`src/inc/sbt_pkg.sv`:
```
// Package for the sixteen bit timer: register map, fields, constants and types
package sbt_pkg;

  // ==========================================================================
  // Register indices (byte registers on a plain port)
  localparam logic [11:0] ADDR_CONTROL   = 12'hfcd; // Timer control register
  localparam logic [11:0] ADDR_COUNT_LO  = 12'hfce; // Count low byte
  localparam logic [11:0] ADDR_COUNT_HI  = 12'hfcf; // Count high byte
  localparam logic [11:0] ADDR_STATUS    = 12'hfd0; // Sticky event status
  localparam logic [11:0] ADDR_MASK      = 12'hfd1; // Interrupt mask
  localparam logic [11:0] ADDR_GATE      = 12'hfd2; // Gate control / clock flag

  // ==========================================================================
  // Control fields
  localparam int CTL_SRC_HI    = 7; // Clock source field top
  localparam int CTL_SRC_LO    = 6; // Clock source field bottom
  localparam int CTL_PRE_HI    = 5; // Prescale field top
  localparam int CTL_PRE_LO    = 4; // Prescale field bottom
  localparam int CTL_OSC_EN    = 3; // Low-power oscillator enable
  localparam int CTL_SYNC_DIS  = 2; // External sync disable
  localparam int CTL_WIDE      = 1; // Wide access enable
  localparam int CTL_ON        = 0; // Count on
  localparam logic [7:0] CTL_RESET = 8'h00; // Control reset value

  // Status bit positions
  localparam int STS_OVF       = 0; // Overflow event
  localparam int STS_SPECIAL   = 1; // Special event clear seen
  // Gate register bit positions
  localparam int GATE_EN       = 0; // Gated mode enable
  localparam int GATE_POL      = 1; // Gate active level
  localparam int GATE_RUN_FLAG = 7; // Device clock from oscillator (read only)

  // Source encodings
  localparam logic [1:0] SRC_INSTR = 2'h0; // System clock divided by four
  localparam logic [1:0] SRC_SYS   = 2'h1; // System clock
  localparam logic [1:0] SRC_EXT   = 2'h2; // Oscillator or pin

  localparam logic [1:0] INSTR_DIV_LAST = 2'h3; // Last phase of divide by four
  localparam logic [7:0] BYTE_ZERO      = 8'h00; // Zero byte
  localparam logic [15:0] COUNT_ONES    = 16'hffff; // Rollover value

  // Control register as a struct
  typedef struct packed {
    logic [1:0] src;      // Clock source select
    logic [1:0] pre;      // Prescale select
    logic       osc_en;   // Low-power oscillator enable
    logic       sync_dis; // External sync disable
    logic       wide;     // Wide access enable
    logic       on;       // Count on
  } sbt_ctl_t;

  // Register bus request
  typedef struct packed {
    logic [11:0] addr;  // Byte address
    logic [7:0]  wdata; // Write data
    logic        wr;    // Write strobe
    logic        rd;    // Read strobe
  } sbt_bus_t;

endpackage

```
`src/verilog/sbt_prescale.sv`:
```
// Prescaler that divides tick pulses by 1, 2, 4 or 8
`timescale 1ns/1ps
module sbt_prescale
  import sbt_pkg::*;
#(
  parameter int W = 3
) (
  input  wire logic       clk,
  input  wire logic       rst,
  input  wire logic       ce,
  input  wire logic       clr,
  input  wire logic       tick_in,
  input  wire logic [1:0] sel,
  output logic            tick_out
);

  // ==========================================================================
  // Divider
  logic [W-1:0] cnt_q; // Tick counter
  logic [W-1:0] lim;   // Last count for this ratio

  // Last count value is 2^sel - 1
  always_comb begin
    lim = W'((1 << sel) - 1);
  end

  // Pass a tick each time the counter wraps
  assign tick_out = tick_in && (cnt_q >= lim); // RQ4

  // Count incoming ticks, restart on clear
  always_ff @(posedge clk) begin
    if (rst || (ce && clr)) begin
      cnt_q <= '0;
    end else if (ce && tick_in) begin
      // A ratio change can leave the counter above the new limit; wrap at once
      cnt_q <= (cnt_q >= lim) ? '0 : W'(cnt_q + 1'b1); // RQ4
    end
  end

endmodule

```
`src/verilog/sbt_timer.sv`:
```
// Sixteen bit timer/counter with byte registers and overflow interrupt
//
// Functional notes
// RQ1: Sixteen bit count from internal or external clock.
// RQ2: Count readable and writable as two bytes.
// RQ3: Bits 7-6 choose clock source.
// RQ4: Bits 5-4 choose prescale 1,2,4,8.
// RQ5: Bit 3 enables low-power oscillator.
// RQ6: External clock synchronized unless bit 2 set.
// RQ7: Internal sources ignore the sync bit.
// RQ8: Bit 1 makes count access sixteen bit.
// RQ9: Count advances only while bit 0 set.
// RQ10: Special event trigger clears the count.
// RQ11: Gate input qualifies counting edges.
// RQ12: Software avoids system clock with capture/compare.
// RQ13: Flag shows device clock from oscillator.
// RQ14: Rollover sets sticky overflow flag.
`timescale 1ns/1ps
module sbt_timer
  import sbt_pkg::*;
#(
  parameter int CW = 16
) (
  input  wire logic        clk,
  input  wire logic        rst,
  input  wire logic        ce,
  input  wire sbt_bus_t    bus,
  output logic [7:0]       rdata,
  input  wire logic        ext_clk_pin,
  input  wire logic        gate_in,
  input  wire logic        special_event,
  input  wire logic        dev_clk_from_osc,
  output logic             osc_enable,
  output logic             irq
);

  // ==========================================================================
  // Registers
  sbt_ctl_t        ctl_q;     // Control register
  logic [CW-1:0]   count_q;   // Running count
  logic [7:0]      hi_buf_q;  // Buffered high byte for wide access
  logic [1:0]      sts_q;     // Sticky status
  logic [1:0]      mask_q;    // Interrupt mask
  logic [1:0]      gate_q;    // Gate enable and polarity
  logic            ext_s1_q;  // Synchroniser first stage
  logic            ext_s2_q;  // Synchroniser second stage
  logic            ext_s3_q;  // Previous synchronised level
  logic            ext_raw_q; // Previous raw level
  logic [1:0]      div4_q;    // Divide by four phase

  // Decoded writes and reads
  function automatic logic hit(input sbt_bus_t b, input logic [11:0] a);
    return b.addr == a;
  endfunction

  logic wr_ctl, wr_lo, wr_hi, wr_sts, wr_mask, wr_gate, rd_lo;
  assign wr_ctl  = bus.wr && hit(bus, ADDR_CONTROL);
  assign wr_lo   = bus.wr && hit(bus, ADDR_COUNT_LO);
  assign wr_hi   = bus.wr && hit(bus, ADDR_COUNT_HI);
  assign wr_sts  = bus.wr && hit(bus, ADDR_STATUS);
  assign wr_mask = bus.wr && hit(bus, ADDR_MASK);
  assign wr_gate = bus.wr && hit(bus, ADDR_GATE);
  assign rd_lo   = bus.rd && hit(bus, ADDR_COUNT_LO);

  // ==========================================================================
  // Control register
  always_ff @(posedge clk) begin
    if (rst) begin
      ctl_q <= sbt_ctl_t'(CTL_RESET);
    end else if (ce && wr_ctl) begin
      ctl_q <= sbt_ctl_t'(bus.wdata); // RQ3
    end
  end

  // Oscillator enable pin follows bit 3
  assign osc_enable = ctl_q.osc_en; // RQ5

  // ==========================================================================
  // Clock source selection
  // Synchroniser for external pin; first stage feeds only the second
  always_ff @(posedge clk) begin
    if (rst) begin
      ext_s1_q  <= 1'b0;
      ext_s2_q  <= 1'b0;
      ext_s3_q  <= 1'b0;
      ext_raw_q <= 1'b0;
    end else if (ce) begin
      ext_s1_q  <= ext_clk_pin; // RQ6
      ext_s2_q  <= ext_s1_q;
      ext_s3_q  <= ext_s2_q;
      ext_raw_q <= ext_clk_pin;
    end
  end

  // Divide by four for the instruction clock
  always_ff @(posedge clk) begin
    if (rst) begin
      div4_q <= '0;
    end else if (ce) begin
      div4_q <= div4_q + 2'h1;
    end
  end

  logic ext_tick_sync; // Rising edge after synchronisation
  logic ext_tick_raw;  // Rising edge without synchronisation
  assign ext_tick_sync = ext_s2_q && !ext_s3_q;
  assign ext_tick_raw  = ext_clk_pin && !ext_raw_q;

  logic src_tick; // Selected source tick
  always_comb begin
    case (ctl_q.src)
      SRC_INSTR: src_tick = (div4_q == INSTR_DIV_LAST); // RQ7
      SRC_SYS:   src_tick = 1'b1; // RQ7
      SRC_EXT:   src_tick = ctl_q.sync_dis ? ext_tick_raw : ext_tick_sync; // RQ6
      default:   src_tick = 1'b0;
    endcase
  end

  // Gate qualifies the source
  logic gate_ok; // Counting allowed by gate
  assign gate_ok = !gate_q[GATE_EN] || (gate_in == gate_q[GATE_POL]); // RQ11

  logic pre_tick; // Tick after prescaler
  sbt_prescale #(
    .W (3)
  ) u_pre (
    .clk      (clk),
    .rst      (rst),
    .ce       (ce),
    .clr      (wr_lo || wr_hi),
    .tick_in  (src_tick && gate_ok && ctl_q.on),
    .sel      (ctl_q.pre),
    .tick_out (pre_tick)
  );

  // ==========================================================================
  // Count register
  logic inc;      // Count advances this cycle
  logic rollover; // Count wraps this cycle
  assign inc      = pre_tick && ctl_q.on; // RQ9
  assign rollover = inc && (count_q == COUNT_ONES) && !special_event && !wr_lo && !(wr_hi && !ctl_q.wide); // RQ14

  always_ff @(posedge clk) begin
    if (rst) begin
      count_q <= '0;
    end else if (ce) begin
      if (special_event) begin
        count_q <= '0; // RQ10
      end else if (wr_lo) begin
        // Wide mode loads the buffered high byte together with the low byte
        count_q <= ctl_q.wide ? {hi_buf_q, bus.wdata} : {count_q[CW-1:8], bus.wdata}; // RQ8 RQ2
      end else if (wr_hi && !ctl_q.wide) begin
        count_q <= {bus.wdata, count_q[7:0]}; // RQ2
      end else if (inc) begin
        count_q <= CW'(count_q + 1'b1); // RQ1
      end
    end
  end

  // High byte buffer: latched on low read, loaded on high write in wide mode
  always_ff @(posedge clk) begin
    if (rst) begin
      hi_buf_q <= BYTE_ZERO;
    end else if (ce) begin
      if (wr_hi && ctl_q.wide) begin
        hi_buf_q <= bus.wdata; // RQ8
      end else if (rd_lo && ctl_q.wide) begin
        hi_buf_q <= count_q[CW-1:8]; // RQ8
      end
    end
  end

  // ==========================================================================
  // Interrupt status, mask and gate
  always_ff @(posedge clk) begin
    if (rst) begin
      sts_q <= '0;
    end else if (ce) begin
      // Set wins over write-one-to-clear
      sts_q[STS_OVF]     <= rollover || (sts_q[STS_OVF] && !(wr_sts && bus.wdata[STS_OVF])); // RQ14
      sts_q[STS_SPECIAL] <= special_event || (sts_q[STS_SPECIAL] && !(wr_sts && bus.wdata[STS_SPECIAL]));
    end
  end

  always_ff @(posedge clk) begin
    if (rst) begin
      mask_q <= '0;
      gate_q <= '0;
    end else if (ce) begin
      if (wr_mask) begin
        mask_q <= bus.wdata[1:0];
      end
      if (wr_gate) begin
        gate_q <= {bus.wdata[GATE_POL], bus.wdata[GATE_EN]}; // RQ11
      end
    end
  end

  // Level interrupt
  assign irq = |(sts_q & mask_q);

  // ==========================================================================
  // Read data, one cycle after the strobe
  always_ff @(posedge clk) begin
    if (rst) begin
      rdata <= BYTE_ZERO;
    end else if (ce) begin
      if (bus.rd) begin
        case (bus.addr)
          ADDR_CONTROL:  rdata <= ctl_q;
          ADDR_COUNT_LO: rdata <= count_q[7:0]; // RQ2
          ADDR_COUNT_HI: rdata <= ctl_q.wide ? hi_buf_q : count_q[CW-1:8]; // RQ8
          ADDR_STATUS:   rdata <= {6'h00, sts_q};
          ADDR_MASK:     rdata <= {6'h00, mask_q};
          ADDR_GATE:     rdata <= {dev_clk_from_osc, 5'h00, gate_q}; // RQ13
          default:       rdata <= BYTE_ZERO;
        endcase
      end else begin
        rdata <= BYTE_ZERO;
      end
    end
  end
endmodule

```
`config.mk`:
```
export PLATFORM = sky130hd
export DESIGN_NAME = sbt_timer
export DESIGN_NICKNAME = d
export VERILOG_FILES = /design/src/inc/sbt_pkg.sv /design/src/verilog/sbt_prescale.sv /design/src/verilog/sbt_timer.sv
export SDC_FILE = /design/constraint.sdc
export NUM_CORES = 1
export LEC_CHECK = 0
export BUFFER_PORTS_ARGS = -buffer_cell sky130_fd_sc_hd__clkbuf_2
export CORE_MARGIN = 8
export CORE_UTILIZATION = 40
export DETAILED_ROUTE_END_ITERATION = 8
export GPL_TIMING_DRIVEN = 0
export PLACE_DENSITY_LB_ADDON = 0.05
export SETUP_SLACK_MARGIN = 0.5
export SYNTH_ARGS = -nofsm -noshare
export SYNTH_HDL_FRONTEND = slang
export SYNTH_SLANG_ARGS = --single-unit
```
`constraint.sdc`:
```
create_clock -name clk -period 3.2 [get_ports clk]
set_clock_uncertainty 0.05 [all_clocks]
set_input_delay 0.32 -clock clk [delete_from_list [all_inputs] [get_ports clk]]
set_output_delay 0.32 -clock clk [all_outputs]
set_load 0.005 [all_outputs]
```
==> flow_metrics.env, run 1 <==
export IMPL_synth_xor_xnor_area_share_pct=3.18
export IMPL_cts_buffer_depth=2
export IMPL_die_height_um=107
export IMPL_insertedDiodeCount=0
export IMPL_layout_core_utilization_pct=46.0
export IMPL_hold_critical_path_depth=2
export IMPL_detailroute_via_count=3124
export IMPL_synth_net_count=439
export IMPL_run_status="completed"
export IMPL_clk_insertion_delay_late_ns=0.32
export IMPL_gpl_final_weighted_congestion=0.863
export IMPL_synth_simple_gate_area_share_pct=26.0
export IMPL_multi_input_comb_area_um2=2120
export IMPL_maxSlewHeadroom_pct=50.8
export IMPL_ff_latch_area_um2=1080
export IMPL_syn_area_um2=3310
export IMPL_grt_first_pass_wirelength_um=16900
export IMPL_synth_top_family_by_area="simple AND/OR/NAND/NOR gates"
export IMPL_synth_top_cell_by_area="dfxtp_1"
export IMPL_worst_setup_path_category="register to register"
export IMPL_yosys_register_bits=54
export IMPL_worst_r2r_path_depth=8
export IMPL_synth_edff_count=0
export IMPL_post_synth_most_frequent_cells="nor2_1, dfxtp_1, mux2i_1"
export IMPL_timing_max_cap_violations=0
export IMPL_globalRouteMet1Util_pct=26.4
export IMPL_synth_top_cells_by_area="dfxtp_1, mux2i_1, nor2_1"
export IMPL_initial_core_utilization_pct=40.7
export IMPL_seq_area_frac_synth_pct=32.7
export IMPL_finalWorstPathRequiredPeriod_ns=2.51
export IMPL_cts_buffers=5
export IMPL_crit_path_cell_trace="or2_2, ha_1, nand2b_1, a21o_2, a21oi_2, o211ai_1, a21oi_4, a221o_1"
export IMPL_route_detailed_wl_per_inst_um=19.3
export IMPL_drt_wl_total_um=10700
export IMPL_grt_use_met2_pct=29.1
export IMPL_postSynth_asyncResetShare_pct=0
export IMPL_number_of_buffers_inserted_by_port_buffering=35
export IMPL_hold_viol=0
export IMPL_synth_compound_gate_area_share_pct=20.1
export IMPL_fmaxAchievable_mhz=399
export IMPL_maximum_number_of_pins_on_one_net_before_global_route_repair=17
export IMPL_cell_count_after_synthesis=404
export IMPL_route_detailed_drc=0
export IMPL_postCtsHoldBufs=0
export IMPL_synthDominantCellAreaShare_pct=32.7
export IMPL_clock_tree_htree_level_count=2
export IMPL_startpoint_of_the_worst_hold_path="rst"
export IMPL_final_cells=552
export IMPL_rr_startpoint="ctl_q[4]"
export IMPL_worst_ep_required_time_ns=3.42
export IMPL_final_period_utilization_pct=78.4
export IMPL_globalRoute_totalOverflow=0
export IMPL_place_detailed_hpwl_um=7880
export IMPL_top_level_ports=39
export IMPL_vias_in_the_first_global_route=3031
export IMPL_tritoncts_clock_tree="done"
export IMPL_die_outline_width_um=107
export IMPL_largest_stage_delay_worst_path_ns=0.36
export IMPL_ff_to_ff_setup_slack_ns=0.69
export IMPL_root_buffer="clkbuf_8"
export IMPL_pwr_cell_area_nw_per_um2=329
export IMPL_globalRouteMet3Util_pct=3.24
export IMPL_yosys_cell_types_count=59
export IMPL_critical_path_max_fanout=8
export IMPL_grtUsageTotal_pct=18.8
export IMPL_core_area_um2=8130
export IMPL_post_place_cells=544
export IMPL_clock_slew_seen_by_the_registers_of_the_worst_setup_and_hold_paths_ns=0.11
export IMPL_synthMuxAreaShare_pct=11.5
export IMPL_cpMaxStageDelayCell="dfxtp_1"
export IMPL_rr_endpoint="count_q[10]"
export IMPL_timing_max_transition_violations_final=0
export IMPL_cts_sinks=54
export IMPL_synthFlopType="dfxtp_1"
export IMPL_post_drt_via_cell_ratio=5.66
export IMPL_yosys_area_share_adder_pct=2.27
export IMPL_max_slew_worst_pin_slew_ns=0.734
export IMPL_post_route_cells_drive_above_1_share_pct=15.2
export IMPL_first_pass_iters=4
export IMPL_detailedRoute_firstIterationViolations=196
export IMPL_synthesis_area_per_instance_um2=8.19
export IMPL_whs_endpoint="count_q[7]"
export IMPL_syn2layout_area_growth_pct=13.1
export IMPL_antenna_violating_nets_left=0
export IMPL_std_cell_rows=33
export IMPL_cellLeakagePower_nw=1.41
export IMPL_rsz0062_at_grt="no"
export IMPL_grt_busiest_layer="met2"
export IMPL_final_setup_viol_count=0
export IMPL_total_negative_setup_slacks_ns=0
export IMPL_antenna_found_initial=0
export IMPL_die_area_um2=11400
export IMPL_cp_data_arrival_time_ns=2.73
export IMPL_timing_critical_path_to_type="register"
export IMPL_hold_path_class="input pin to register"
export IMPL_num_nets_final=481
export IMPL_layout_filler_cells=838
export IMPL_synth_yosys_warnings=0
export IMPL_max_vdd_ir_drop_uv=157
export IMPL_start_kind="register"
export IMPL_synth_most_common_cell="nor2_1"
==> cell type report <==
class | instances | area share (%)
clock inverters | 2 | 0.334
clock buffers | 6 | 2.21
inverters | 9 | 0.903
repair buffers | 35 | 4.68
flip-flops and latches | 54 | 28.9
plain buffers | 21 | 2.91
multi-input cells | 320 | 56.6
well taps | 105 | 3.51
==> flip-flops by register name, indices dropped and copies added (netlist names), 2 cells and up <==
register and flops:
gate_q 2, ctl_q 7, rdata 8, u_pre.cnt_q 3, hi_buf_q 8, mask_q 2
count_q 16, sts_q 2, div4_q 2
==> where the power goes <==
group / total (mW) / internal, mW / leakage (nW) / switching [mW]
combinational: 0.129 / 0.0434 / 0.928 / 0.0859
sequential: 0.681 / 0.677 / 0.436 / 0.00429
clock: 0.422 / 0.175 / 0.0472 / 0.247
==> layout by cell type (no fill, tap or decap), types with 2 or more instances in the layout <==
| cell | instances |
|---|---|
| and3_1 | 6 |
| nand2_1 | 33 |
| nor2_1 | 64 |
| nor2b_1 | 7 |
| buf_1 | 4 |
| inv_1 | 9 |
| clkbuf_8 | 9 |
| nor3_2 | 2 |
| a21oi_1 | 33 |
| o21ai_0 | 8 |
| mux2i_1 | 38 |
| clkbuf_1 | 14 |
| a22o_1 | 6 |
| ha_1 | 6 |
| a21o_1 | 2 |
| nor4_1 | 2 |
| clkbuf_2 | 35 |
| a211oi_1 | 9 |
| a31oi_1 | 2 |
| a221o_1 | 6 |
| a21o_2 | 2 |
| nand4_1 | 5 |
| and4_1 | 3 |
| nand2b_1 | 6 |
| nand3_1 | 22 |
| a22oi_1 | 9 |
| nand3b_1 | 3 |
| a32oi_1 | 2 |
| xnor2_1 | 8 |
| xor2_1 | 4 |
| dfxtp_1 | 54 |
| o22ai_1 | 2 |
==> per-layer routing <==
layer / up-vias / share of wire, %
met5: - / 0
met4: 0 / 1.3
met3: 15 / 4.4
met2: 90 / 46
met1: 1478 / 48
li1: 1541 / -
==> stage by stage <==
step,power (mW),cell area (um2),hold slack [ns],setup slack [ns]
after floorplan,0.768,3310,0.394,0.996
after global placement,0.822,3620,0.407,0.376
after detailed placement,0.821,3620,0.412,0.386
after CTS,1.24,3720,0.180,0.667
after global routing,1.28,3740,0.188,0.555
final,1.23,3740,0.202,0.691
==> worst max path at each step <==
stage              from          end  slack [ns]  cells past startpoint
4_1_cts         bus[20]  hi_buf_q[7]        0.67                      8
2_1_floorplan  ctl_q[4]  count_q[10]         1.0                      8
3_5_place_dp    bus[20]  hi_buf_q[7]        0.39                      8
6_report       ctl_q[4]  count_q[10]        0.69                      8
5_1_grt        ctl_q[4]  count_q[14]        0.55                      8
3_3_place_gp    bus[14]  hi_buf_q[7]        0.38                      8
==> cells by family after synthesis <==
| group | Yosys count |
|---|---|
| adder cells (fa/ha/maj) | 6 |
| buffers and inverters | 30 |
| XOR/XNOR | 12 |
| multiplexers | 38 |
| AO/OA/AOI/OAI | 95 |
| flip-flops | 54 |
| AND/OR/NAND/NOR | 169 |
==> worst max-delay path: cells and delay by family, from the launching register on <==
kind | cells | cell delay (ns)
AO/OA/AOI/OAI | 5 | 1.34
flip-flops | 1 | 0.36
adder cells (fa/ha/maj) | 1 | 0.26
AND/OR/NAND/NOR | 2 | 0.44
==> what timing repair did <==
| item | 4_1_cts | 5_1_grt |
|---|---|---|
| resized for setup | 2 | 3 |
| buffers inserted | 0 | 0 |
| setup endpoints to repair | 7 | 7 |
(Power assumes the default switching activity.)
==> inputs of run 2 (changes only) <==
ABC_AREA = 1   (was not set)
clock period = 2.2 ns   (was 3.2 ns; I/O delays follow)
==> flow_metrics.env, run 2 <==
export IMPL_insertedDiodeCount=0
export IMPL_timing_critical_path_to_type="register"
export IMPL_tritoncts_clock_tree="done"
export IMPL_number_of_buffers_inserted_by_port_buffering=36
export IMPL_hold_critical_path_depth=3
export IMPL_timing_max_transition_violations_final=0
export IMPL_hold_viol=0
export IMPL_synth_top_cells_by_area="dfxtp_1, nand2_1, o21ai_0"
export IMPL_final_period_utilization_pct=82.1
export IMPL_pwr_cell_area_nw_per_um2=433
export IMPL_detailroute_via_count=3989
export IMPL_final_setup_viol_count=0
export IMPL_gpl_final_weighted_congestion=0.924
export IMPL_timing_max_cap_violations=0
export IMPL_clock_tree_htree_level_count=2
export IMPL_max_slew_worst_pin_slew_ns=0.726
export IMPL_top_level_ports=39
export IMPL_yosys_register_bits=54
export IMPL_start_kind="register"
export IMPL_clock_slew_seen_by_the_registers_of_the_worst_setup_and_hold_paths_ns=0.12
export IMPL_critical_path_max_fanout=9
export IMPL_max_vdd_ir_drop_uv=274
export IMPL_antenna_found_initial=0
export IMPL_antenna_violating_nets_left=0
export IMPL_crit_family="simple AND/OR/NAND/NOR gates"
export IMPL_core_area_um2=9280
export IMPL_cell_seen_most_often_among_critical_path_stages="nand2_2"
export IMPL_crit_path_cell_trace="nand2_2, ha_4, nand3b_1, nand3_2, nand3_4, o21ai_4, buf_12, nand2_8, nand2_2, nand2_1, nor2_1"
export IMPL_whs_endpoint="ext_raw_q"
export IMPL_synth_most_common_cell="nand2_1"
export IMPL_cellLeakagePower_nw=1.79
export IMPL_detailedRoute_firstIterationViolations=282
export IMPL_mostFrequentLayoutCells="nand2_1, inv_1, nor2_1"
export IMPL_layout_top_registers="count_q x16, hi_buf_q x8, rdata x8"
export IMPL_cts_sinks=54
export IMPL_first_pass_iters=5
export IMPL_total_negative_setup_slacks_ns=0
export IMPL_synth_yosys_warnings=0
export IMPL_synth_net_count=611
export IMPL_synth_edff_count=0
export IMPL_worst_r2r_path_depth=11
export IMPL_worst_ep_required_time_ns=2.42
export IMPL_number_of_flip_flops_in_the_largest_register=16
export IMPL_layout_filler_cells=1045
export IMPL_die_area_um2=13000
export IMPL_hold_worst_slack_ns=0.133
export IMPL_cts_buffer_depth=2
export IMPL_ff_to_ff_setup_slack_ns=0.39
export IMPL_die_height_um=114
export IMPL_synthDominantCellAreaShare_pct=28.2
export IMPL_postSynth_asyncResetShare_pct=0
export IMPL_yosys_cell_types_count=45
export IMPL_grtUsageTotal_pct=20.3
export IMPL_ff_latch_area_um2=1090
export IMPL_syn2layout_area_growth_pct=14.9
export IMPL_rr_endpoint="count_q[3]"
export IMPL_globalRoute_totalOverflow=0
export IMPL_cell_count_after_synthesis=576
export IMPL_post_synth_most_frequent_cells="nand2_1, inv_1, nor2_1"
export IMPL_startpoint="ctl_q[5]"
export IMPL_synthFlopType="dfxtp_1"
export IMPL_fmaxAchievable_mhz=554
export IMPL_registers_top_by_ff_count="count_q"
export IMPL_num_nets_final=659
export IMPL_maximum_number_of_pins_on_one_net_before_global_route_repair=20
export IMPL_most_common_cell_after_layout_fill_and_taps_aside="nand2_1"
export IMPL_initial_core_utilization_pct=41.3
export IMPL_route_detailed_wl_per_inst_um=17.2
export IMPL_synthesis_area_per_instance_um2=6.66
export IMPL_run_status="completed"
export IMPL_startpoint_of_the_worst_hold_path="ext_clk_pin"
export IMPL_cpMaxStageDelayCell="dfxtp_2"
export IMPL_rr_startpoint="ctl_q[5]"
export IMPL_clk_insertion_delay_late_ns=0.34
export IMPL_place_detailed_hpwl_um=10100
export IMPL_largest_stage_delay_worst_path_ns=0.38
export IMPL_cp_buffers_inverters=1
export IMPL_maxSlewHeadroom_pct=51.6
export IMPL_die_outline_width_um=114
export IMPL_vias_in_the_first_global_route=3956
export IMPL_post_route_cells_drive_above_1_share_pct=21.6
export IMPL_rsz0062_at_grt="yes"
export IMPL_drt_wl_total_um=13000
export IMPL_seq_area_frac_synth_pct=28.2
export IMPL_multi_input_comb_area_um2=2440
export IMPL_hold_path_class="input pin to register"
export IMPL_worst_setup_path_category="register to register"
export IMPL_grt_first_pass_wirelength_um=20500
export IMPL_syn_area_um2=3840
export IMPL_cp_data_arrival_time_ns=2.03
export IMPL_cts_buffers=5
export IMPL_post_drt_via_cell_ratio=5.29
export IMPL_root_buffer="clkbuf_8"
export IMPL_synth_top_cell_by_area="dfxtp_1"
export IMPL_route_detailed_drc=0
export IMPL_std_cell_rows=35
export IMPL_finalWorstPathRequiredPeriod_ns=1.81
## run 2: final cells by class
class | count | share of cell area, %
tap | 129 | 3.66
clock inverter | 3 | 0.653
sequential | 54 | 24.8
timing repair buffer | 40 | 5.05
multi-input combinational | 427 | 55.3
clock buffer | 5 | 1.56
buffer | 18 | 2.30
inverter | 78 | 6.70
## run 2: metrics by stage
| step | cell area, um2 | setup WS, ns | std cells | util (%) | power (mW) |
|---|---|---|---|---|---|
| floorplan | 3840 | 0.519 | 576 | - | 1.19 |
| global placement | 4180 | 0.188 | 741 | 45.0 | 1.29 |
| detailed placement | 4180 | 0.195 | 741 | 45.0 | 1.29 |
| CTS | 4390 | 0.410 | 754 | 47.3 | 1.93 |
| global route | 4410 | 0.299 | 754 | 47.5 | 1.99 |
| finish | 4410 | 0.394 | 754 | 47.5 | 1.91 |
## run 2: worst max path at each step
stage                  to  slack (ns)  cells after the start
5_1_grt        count_q[0]        0.30                     11
6_report       count_q[3]        0.39                     11
3_5_place_dp   count_q[1]        0.20                     10
4_1_cts          sts_q[0]        0.41                      7
3_3_place_gp   count_q[0]        0.19                     11
2_1_floorplan  count_q[2]        0.52                      9
## run 2: logic make-up (layout without fill, tap and decap cells)
family / Yosys count / count (layout) / synth area share (%)
and+or+nand+nor: 275 / 276 / 36.2
AOI/OAI and AO/OA: 137 / 137 / 21.7
buffers and inverters: 96 / 144 / 10.2
DFF: 54 / 54 / 28.2
xor gates and xnor gates: 8 / 8 / 1.83
adders and majority gates: 6 / 6 / 1.96
## run 2: what timing repair did
| action | 4_1_cts | 5_1_grt |
|---|---|---|
| gates resized for setup | 17 | 10 |
| gates cloned | 1 | 0 |
| buffers inserted | 4 | 0 |
| pin swaps | 5 | 4 |
| hold buffers | 0 | 0 |
| endpoints found under the setup margin | 23 | 22 |
## run 2: layer usage
layer | vias to the layer above | wire length (um) | global-route usage (%)
met4 | 0 | 275 | 7.81
met2 | 121 | 6230 | 34.6
met1 | 1852 | 5730 | 25.0
met5 | - | 0 | 0
li1 | 1995 | - | -
met3 | 21 | 720 | 3.38
## run 2: tightest hold or removal path: stages
cell	delay [ns]
clkbuf_2	0.09
o21ai_0	0.08
a21oi_1	0.10
## run 2: report_power, final
group / switching (mW) / internal (mW) / total (mW)
clock network: 0.394 / 0.237 / 0.631
logic: 0.187 / 0.0814 / 0.268
registers: 0.0174 / 0.995 / 1.01
total: 0.598 / 1.31 / 1.91
